--- src/pkg/asp_regs.svh ---
// Constants of the converter serial output port: widths, counts and timing.
// Assumes inclusion by bare name from the package and the design files.
`ifndef ASP_REGS_SVH
`define ASP_REGS_SVH

`define ASP_WORD_W 16
`define ASP_CHAIN_DELAY 16
`define ASP_CLK_NS 10
`define ASP_SCLK_HALF_NS 80
`define ASP_SCLK_HALF_CYC ((`ASP_SCLK_HALF_NS + `ASP_CLK_NS - 1) / `ASP_CLK_NS)
`define ASP_SYNC_W 9

`endif

--- src/pkg/asp_pkg.sv ---
// Types shared by the converter serial output port.
// Assumes the constants header sits beside it on the include path.
`default_nettype none
`include "asp_regs.svh"

package asp_pkg;
    typedef struct packed {
        logic ser;      // High selects the serial port.
        logic ext;      // High selects the host-supplied serial clock.
        logic inv_clk;  // High moves data updates to the falling edge.
        logic inv_sync; // High makes the frame sync active low.
        logic coding;   // High gives straight binary.
    } asp_cfg_t;

    typedef struct packed {
        logic o;        // Level driven onto the pin.
        logic oe_b;     // Low while the pin is driven.
    } asp_pin_t;

    typedef struct packed {
        asp_pin_t d10;
        asp_pin_t d9;
        asp_pin_t d8;
        asp_pin_t d7;
    } asp_pins_t;

    typedef enum logic [1:0] {ST_IDLE, ST_MASTER, ST_SLAVE} asp_state_t;
endpackage

`default_nettype wire

--- src/rtl/asp_serial_port.sv ---
// Output port of a 16-bit converter: parallel bits 7..10 or the serial port.
// Assumes conversion results arrive from logic on core_clk; all pins are asynchronous.
// How it works
// - Serial select low: shared pin drives parallel bit 7; high: it is an input.
// - Serial select low: data, clock and sync pins carry parallel bits 8, 9, 10.
// - In serial mode the bit 7 pin is chain input or read-mode select by clock source.
// - External clock: chain input level reaches data out after 16 serial clock periods.
// - Internal clock, read-mode high: shift result out while next conversion runs.
// - Internal clock, read-mode low: start serial output only after conversion completes.
// - Result held in a shift register and sent most significant bit first.
// - Output coding select input picks the coding of the serial word.
// - Coding select high gives straight binary; low inverts the MSB for two's complement.
// - Internal clock, no inversion: data changes on rising edge, valid at falling edge.
// - Clock invert high: data changes on falling edge, valid at rising edge.
// - Clock pin is output or input by clock source; invert picks the update edge.
// - Source low: device drives its clock out; high: host supplies the clock.
// - The device drives a frame sync output used with the internal clock.
// - Sync invert low: frame sync high from read start while data is valid.
// - Sync invert high: frame sync low from read start while data is valid.
// - Outputs are driven only while chip select and read are both low.
`default_nettype none
`include "asp_regs.svh"

module asp_serial_port
    import asp_pkg::*;
#(
    parameter int SCLK_HALF = `ASP_SCLK_HALF_CYC
) (
    input wire logic core_clk,                   // Core clock, 100 MHz.
    input wire logic rst_b,                      // Asynchronous reset, active low.
    input wire asp_cfg_t cfg_pins,               // Mode select pins.
    input wire logic cs_b,                       // Chip select pin, active low.
    input wire logic rd_b,                       // Read pin, active low.
    input wire logic d7_in,                      // Read-mode or chain input pin level.
    input wire logic d9_in,                      // Serial clock pin level from the host.
    input wire logic [`ASP_WORD_W-1:0] conv_data, // Conversion result.
    input wire logic conv_done,                  // One-cycle pulse: conv_data is new.
    input wire logic conv_busy,                  // Level: a conversion is in progress.
    output asp_pins_t pins                       // Shared pins 7 to 10.
);
    localparam int W = `ASP_WORD_W;

    asp_cfg_t cfg;
    logic cs_s, rd_s, rdc_s, sclk_s;
    logic sclk_d_r;
    logic [W-1:0] hold_r, shift_r;
    logic pend_r;
    asp_state_t st_r;
    logic sclk_int_r;
    logic [7:0] div_r;
    logic [4:0] bit_r;
    logic en, frame, start, tick, ext_upd;

    asp_sync #(.W(`ASP_SYNC_W)) u_sync (
        .core_clk(core_clk),
        .rst_b(rst_b),
        .d({cfg_pins, cs_b, rd_b, d7_in, d9_in}),
        .q({cfg, cs_s, rd_s, rdc_s, sclk_s})
    );

    // Coding select high keeps straight binary; low flips the MSB.
    function automatic logic [W-1:0] code_word(input logic [W-1:0] w, input logic straight);
        code_word = {w[W-1] ^ ~straight, w[W-2:0]};
    endfunction

    assign en = !cs_s && !rd_s;
    assign frame = (st_r != ST_IDLE);
    // Read-mode high reads during conversion; low waits for it to finish.
    assign start = pend_r && en && cfg.ser && !frame &&
                   (cfg.ext || rdc_s || !conv_busy);
    assign tick = (div_r == 8'(SCLK_HALF - 1));
    // Host clock: update on rising edge, or falling edge when inverted.
    assign ext_upd = cfg.inv_clk ? (sclk_d_r && !sclk_s) : (!sclk_d_r && sclk_s);

    always_ff @(posedge core_clk or negedge rst_b) begin
        if (!rst_b) begin
            sclk_d_r <= 1'b0;
        end else begin
            sclk_d_r <= sclk_s;
        end
    end

    // Result capture; a new result wins over the clear by a read start.
    always_ff @(posedge core_clk or negedge rst_b) begin
        if (!rst_b) begin
            hold_r <= '0;
            pend_r <= 1'b0;
        end else begin
            if (conv_done) begin
                hold_r <= conv_data;
            end
            pend_r <= conv_done || (pend_r && !start);
        end
    end

    // Frame sequencing and the output shift register.
    always_ff @(posedge core_clk or negedge rst_b) begin
        if (!rst_b) begin
            st_r <= ST_IDLE;
            shift_r <= '0;
            sclk_int_r <= 1'b0;
            div_r <= 8'h00;
            bit_r <= 5'h00;
        end else begin
            unique case (st_r)
                ST_IDLE: begin
                    sclk_int_r <= 1'b0;
                    div_r <= 8'h00;
                    bit_r <= 5'h00;
                    if (start) begin
                        shift_r <= code_word(hold_r, cfg.coding);
                        if (cfg.ext) begin
                            st_r <= ST_SLAVE;
                        end else begin
                            st_r <= ST_MASTER;
                            sclk_int_r <= 1'b1;
                        end
                    end
                end
                ST_MASTER: begin
                    div_r <= tick ? 8'h00 : div_r + 8'h01;
                    if (!en || !cfg.ser || cfg.ext) begin
                        st_r <= ST_IDLE;
                    end else if (tick && sclk_int_r) begin
                        sclk_int_r <= 1'b0;
                        bit_r <= bit_r + 5'h01;
                    end else if (tick && bit_r == 5'(W)) begin
                        st_r <= ST_IDLE;
                    end else if (tick) begin
                        sclk_int_r <= 1'b1;
                        shift_r <= {shift_r[W-2:0], 1'b0};
                    end
                end
                ST_SLAVE: begin
                    if (!en || !cfg.ser || !cfg.ext) begin
                        st_r <= ST_IDLE;
                    end else if (ext_upd) begin
                        shift_r <= {shift_r[W-2:0], rdc_s};
                        if (bit_r != 5'(`ASP_CHAIN_DELAY)) begin
                            bit_r <= bit_r + 5'h01;
                        end
                    end
                end
            endcase
        end
    end

    // Pin drive: parallel word bits, or the serial port.
    always_comb begin
        logic [W-1:0] par;
        par = code_word(hold_r, cfg.coding);
        if (!cfg.ser) begin
            pins.d7 = '{o: par[7], oe_b: !en};
            pins.d8 = '{o: par[8], oe_b: !en};
            pins.d9 = '{o: par[9], oe_b: !en};
            pins.d10 = '{o: par[10], oe_b: !en};
        end else begin
            pins.d7 = '{o: 1'b0, oe_b: 1'b1};
            pins.d8 = '{o: shift_r[W-1], oe_b: !en};
            pins.d9 = '{o: sclk_int_r ^ cfg.inv_clk, oe_b: !(en && !cfg.ext)};
            pins.d10 = '{o: frame ^ cfg.inv_sync, oe_b: !en};
        end
    end
endmodule

`default_nettype wire

--- src/rtl/asp_sync.sv ---
// Two-stage synchroniser for a group of pin levels.
// Assumes the inputs are asynchronous to core_clk.
`default_nettype none

module asp_sync #(
    parameter int W = 1
) (
    input wire logic core_clk,   // Core clock.
    input wire logic rst_b,      // Asynchronous reset, active low.
    input wire logic [W-1:0] d,  // Asynchronous levels.
    output logic [W-1:0] q       // Synchronised levels.
);
    logic [W-1:0] meta_r;

    always_ff @(posedge core_clk or negedge rst_b) begin
        if (!rst_b) begin
            meta_r <= '0;
            q <= '0;
        end else begin
            meta_r <= d;
            q <= meta_r;
        end
    end
endmodule

`default_nettype wire
--- config.mk ---
export PLATFORM = sky130hd
export DESIGN_NAME = asp_serial_port
export DESIGN_NICKNAME = d
export VERILOG_FILES = /design/src/pkg/asp_pkg.sv /design/src/rtl/asp_serial_port.sv /design/src/rtl/asp_sync.sv
export VERILOG_INCLUDE_DIRS = /design/src /design/src/pkg
export SDC_FILE = /design/constraint.sdc
export NUM_CORES = 1
export LEC_CHECK = 0
export BUFFER_PORTS_ARGS = -buffer_cell sky130_fd_sc_hd__buf_2
export CORE_MARGIN = 8
export CORE_UTILIZATION = 28
export DETAILED_ROUTE_END_ITERATION = 10
export GPL_TIMING_DRIVEN = 0
export PLACE_DENSITY = 0.48
export SLEW_MARGIN = 25
export SYNTH_ARGS = -nofsm -noshare
export SYNTH_HDL_FRONTEND = slang
export SYNTH_SLANG_ARGS = --single-unit
export TNS_END_PERCENT = 5
--- constraint.sdc ---
create_clock -name core_clk -period 2.1 [get_ports core_clk]
set_input_delay 0.21 -clock core_clk [delete_from_list [all_inputs] [get_ports core_clk]]
set_output_delay 0.21 -clock core_clk [all_outputs]
set_load 0.01 [all_outputs]
* After elaboration in Yosys (flattened, before gate mapping) *
Index checks and enable logic that the tools add are counted.

operators by class
  add/subtract/negate cells = 2
  reductions and logical operators = 35
  bitwise operators = 4
  muxes and demuxes = 32
  equal/unequal tests = 19

operators with widths
  cell                 number
  $mux 16              7
  $pmux 16 s3          1
  $mux 5               5
  $ne 2x2->1 const B   10
  $mux 8               2
  $pmux 8 s2           1
  $pmux 5 s3           1
  $mux 2               6
  $ne 3x3->1 const B   4
  $logic_and 1x1->1    11
  $logic_not 1->1      11
  $add 8x1->8 const B  1
  $eq 8x3->1 const B   1
  $reduce_and 4->1     2
  $mux 1               7
  $reduce_and 7->1     1
  $logic_or 1x1->1     6
  $pmux 2 s3           1
  $add 5x1->5 const B  1
  $eq 5x5->1 const B   1
  $ne 5x5->1 const B   1
  $reduce_and 5->1     1
  $reduce_bool 2->1    2
  $xor 1x1->1          3
  5 further kinds      5

word-level totals
  logic and storage cells = 102
  output and inout bits = 8
  input bits = 29
  register bits = 68

* Depth between registers and ports, before layout *
  depth after elaboration = 9
  mapped depth = 8

* Modules after synthesis *
Synthesis repeated with hierarchy kept, for this count alone.

second synthesis, totals
  cells, all modules = 277
  area, all modules = 3041.7 µm²

modules (own cells, without submodules)
  module           instances  cells each  seq. area each (µm²)  area an instance (µm²)
  asp_serial_port  1          259         1251.2                2591.2
  asp_sync         1          18          450.4                 450.4

* Worst setup path after synthesis *
OpenSTA, ideal clock, no wires.

  path kind = reg-to-reg
  start point = reg u_sync.q[6]
  end point = reg bit_r[3]
  slack = 0.055 ns
  library setup time = 0.069 ns
  arrival = 1.976 ns
  path buffers = 0
  stages on the path, launching flop included = 6
  cell sequence = dfrtp_1 > or3b_1 > a2111oi_4 > o211ai_2 > or4b_1 > nand3_1

between the ends
  cells in the longest elaborated chain, start to end = 3

RTL lines
  element                     RTL line                source
  start, declared             asp_sync.sv:11          output logic [W-1:0] q
  start signal, assigned      asp_sync.sv:21          q <= meta_r;
  $mux 1                      asp_serial_port.sv:73   assign ext_upd = cfg.inv_clk ? (sclk_d_r && !sclk_s) : (!sclk_d_r && sclk_s);
  $ne 2x2->1 (no line)        -
  $reduce_and 5->1 (no line)  -
  end signal, assigned        asp_serial_port.sv:126  bit_r <= bit_r + 5'h01;
  end signal, assigned        asp_serial_port.sv:140  bit_r <= bit_r + 5'h01;
  end, declared               asp_serial_port.sv:51   logic [4:0] bit_r;

Every way passes these cells.
A chain may end at the register's enable or synchronous reset.

* Final worst setup path *
  start point = reg u_sync.q[7]
  end point = reg bit_r[3]

between the ends
  cells in the longest elaborated chain, start to end = 4

RTL lines
  element                         RTL line                source
  $logic_not 1->1                 asp_serial_port.sv:135  if (!en || !cfg.ser || !cfg.ext) begin
  $logic_or 1x1->1                asp_serial_port.sv:135
  $ne 2x2->1 (no line)            -
  $reduce_and 5->1 (no line) (*)  -

Mark *: on every way between the ends. The rest lies on a longest branch, timed or not.

==> qor.yml <==
drcViolationCount: 0
p_seq_share_pct: 39.3
gp_congestion: 0.7760
synth-edff-count: 0
post_drt_wl_per_cell_um: 13.51
synth_area_um2: 3012
synth.distinct_cells: 40
post-route-period-util_pct: 97.05
min_period_ns: 2.038
hold_viol_final: 0
final_cell_mix: "dfrtp_1, buf_2, nand2_1"
grtUsageTotal_pct: 9.796
num_rows: 38
setup_viol: 0
crit_type: "reg2reg"
power_frac_comb_pct: 34.4
totalWireLength_mm: 6.458
pwr-share-clk_pct: 26.3
overflow: 0
worst_pin_slew_ns: 0.7130
crit_buf_inv: 0
grt_pass1_vias: 2236
clkLatencyLatePin_ns: 0.35
switching_share_pct: 35.73
use_met2_pct: 14.50
cts_buffers: 9
cp_top_family: "simple AND/OR/NAND/NOR gates"
arrival_ns: 2.32
cp.required_ns: 2.38
drt_iter0_drc: 78
avgSynthCellArea_um2: 10.91
ys_seq_elements: 68
ant_nets: 0
finalMaxSlewViolations: 0
busiest_layer: "met2"
power_mw: 4.383
clk_path_buf_depth: 2
viasPerCell: 4.473
antenna_cells: 0
synth_ff_type: "dfrtp_1"
clock_skew_ns: 0.008748
mostFrequentLayoutCell: "dfrtp_1"
cp-start-kind: "flip-flop"
cp_cell_sequence: "or4b_4, a21oi_2, o211ai_2, or4b_1, nand3_1"
critical-path-max-stage-delay_ns: 0.57
portBuffers: 35
ys_warn_count: 0
grt_max_degree: 45
dieHeight_um: 119.7
hp-class: "in2reg"
antenna_found_initial: 0
whs_ns: 0.08814
htree_levels: 3
global_route.usage.met3_pct: 3.100
power_density_nw_per_um2: 1171
slowest_stage: "or4b_4"
fmax_ghz: 0.4907
clockRootBuffer: "clkbuf_8"
drt_pass1_iterations: 4
cts_tree: "done"
ff2ff_setup_slack_ns: 0.06
synth_cells: 276
hpwl_mm: 4.490
cap_violations: 0
num_vias: 2138
endpoint_kind: "flip-flop"
critPathMaxFanout: 8
relSlewSlack_pct: 52.47
path_clk_slew_ns: 0.08
drive_gt1_share_pct: 26.63
die_area_um2: 14330
met1_usage_pct: 12.29
yosysSeqAreaShare_pct: 56.50
start_util_pct: 28.28
chipWidth_um: 119.7
p_leak_nw: 1.632
run_status: "finished, final reports clean"
io_pins: 37
rsz0062_at_grt: "true"
power.switching_mw: 1.566
coreArea_um2: 10650
p_int_mw: 2.817
area_growth_pct: 24.30
synthArstFlopShare_pct: 100.0
final_nets: 369
vdd_drop_max_uv: 405.7
cts_num_sinks: 68
grt_pass1_wl_mm: 11.13
synth_nets: 311
power groups by stage:
stage,Sequential [mW],Clock [mW],Combinational (mW)
floorplan,1.69,0,1.03
global placement,1.73,0,1.39
detailed placement,1.74,0,1.43
CTS,1.72,1.20,1.53
global route,1.76,1.24,1.72
finish,1.72,1.15,1.51
sequential cells by signal, indices dropped and copies added (netlist names):
name / cells
sclk_d_r: 1
hold_r: 16
st_r: 2
shift_r: 16
bit_r: 5
u_sync.meta_r: 9
pend_r: 1
div_r: 8
u_sync.q: 9
sclk_int_r: 1
stage by stage:
stage                     setup WS [ns]  setup TNS (ns)  util (%)  cells  area [µm²]
final                           0.06203               0     35.15    478        3744
after global routing           -0.04956         -0.3729     35.15    478        3744
after CTS                      0.004306               0     35.08    480        3736
after detailed placement        -0.2244          -3.153     31.85    452        3392
after global placement          -0.1468          -2.209     31.57    451        3362
after floorplan                 0.05488               0         -    276        3012
synthesized netlist by cell type, types with 2 or more instances:
library cell	number	area, µm²
xnor2_1	3	26.28
nor2_1	11	41.29
nand2b_1	2	12.51
o41ai_1	2	17.52
xor2_1	3	26.28
nor2b_1	17	106.4
inv_1	8	30.03
nand3_1	10	50.05
or4b_1	3	30.03
nor3b_1	2	15.01
nor3_1	3	15.01
a21o_1	2	15.01
and3_1	2	12.51
clkbuf_1	11	41.29
o21ai_1	20	100.1
mux2_2	20	225.2
o31ai_1	3	22.52
buf_4	2	15.01
ha_1	6	75.07
or3b_1	2	17.52
nand2_1	33	123.9
dfrtp_1	68	1702
o21ai_0	8	40.04
or3_1	2	12.51
a21oi_1	18	90.09
worst reg2reg max path: cells and delay by family, from the launching register on:
kind / cells / cell delay [ns]
simple gates: 3 / 1.19
compound gates: 2 / 0.33
flops: 1 / 0.46
logic make-up (layout without fill, tap and decap cells):
group	after synthesis	in the layout	share of synthesized area, %
DFF	68	68	56.50
adders and majority gates	6	6	2.493
muxes	21	21	7.811
and+or+nand+nor	92	92	15.87
xor gates and xnor gates	6	6	1.745
AOI/OAI and AO/OA	62	62	12.71
buffers and inverters	21	83	2.867
routing by layer:
metal	share of wire (%)	up-vias
li1	-	1070
met1	49	1027
met2	44	33
met3	4.8	8
met4	2.2	0
met5	0	-
repair_timing:
item,4_1_cts,5_1_grt
endpoints found under the setup margin,18,22
gates resized for setup,7,9
hold endpoints to repair,33,0
buffers inserted,3,0
hold buffers,10,0
pin swaps,3,1
layout make-up:
| cell class | count | area [µm²] |
|---|---|---|
| fillers | 1102 | 6907 |
| flip-flops and latches | 68 | 1703 |
| multi-input cells | 187 | 1247 |
| repair buffers | 49 | 327.8 |
| well taps | 140 | 175.2 |
| clock buffers | 10 | 127.6 |
| clock inverters | 5 | 77.57 |
| plain buffers | 11 | 55.05 |
| inverters | 8 | 30.03 |
worst paths after layout:
check,end,startpoint,depth (start not counted)
setup / recovery,bit_r[3],u_sync.q[7],5
hold / removal,hold_r[0],conv_data[0],2
setup reg to reg,bit_r[3],u_sync.q[7],5
hold reg to reg,u_sync.q[3],u_sync.meta_r[3],0
max in group asynchronous,pend_r,rst_b,3
min in group asynchronous,shift_r[3],rst_b,2
(Power assumes the default switching activity.)
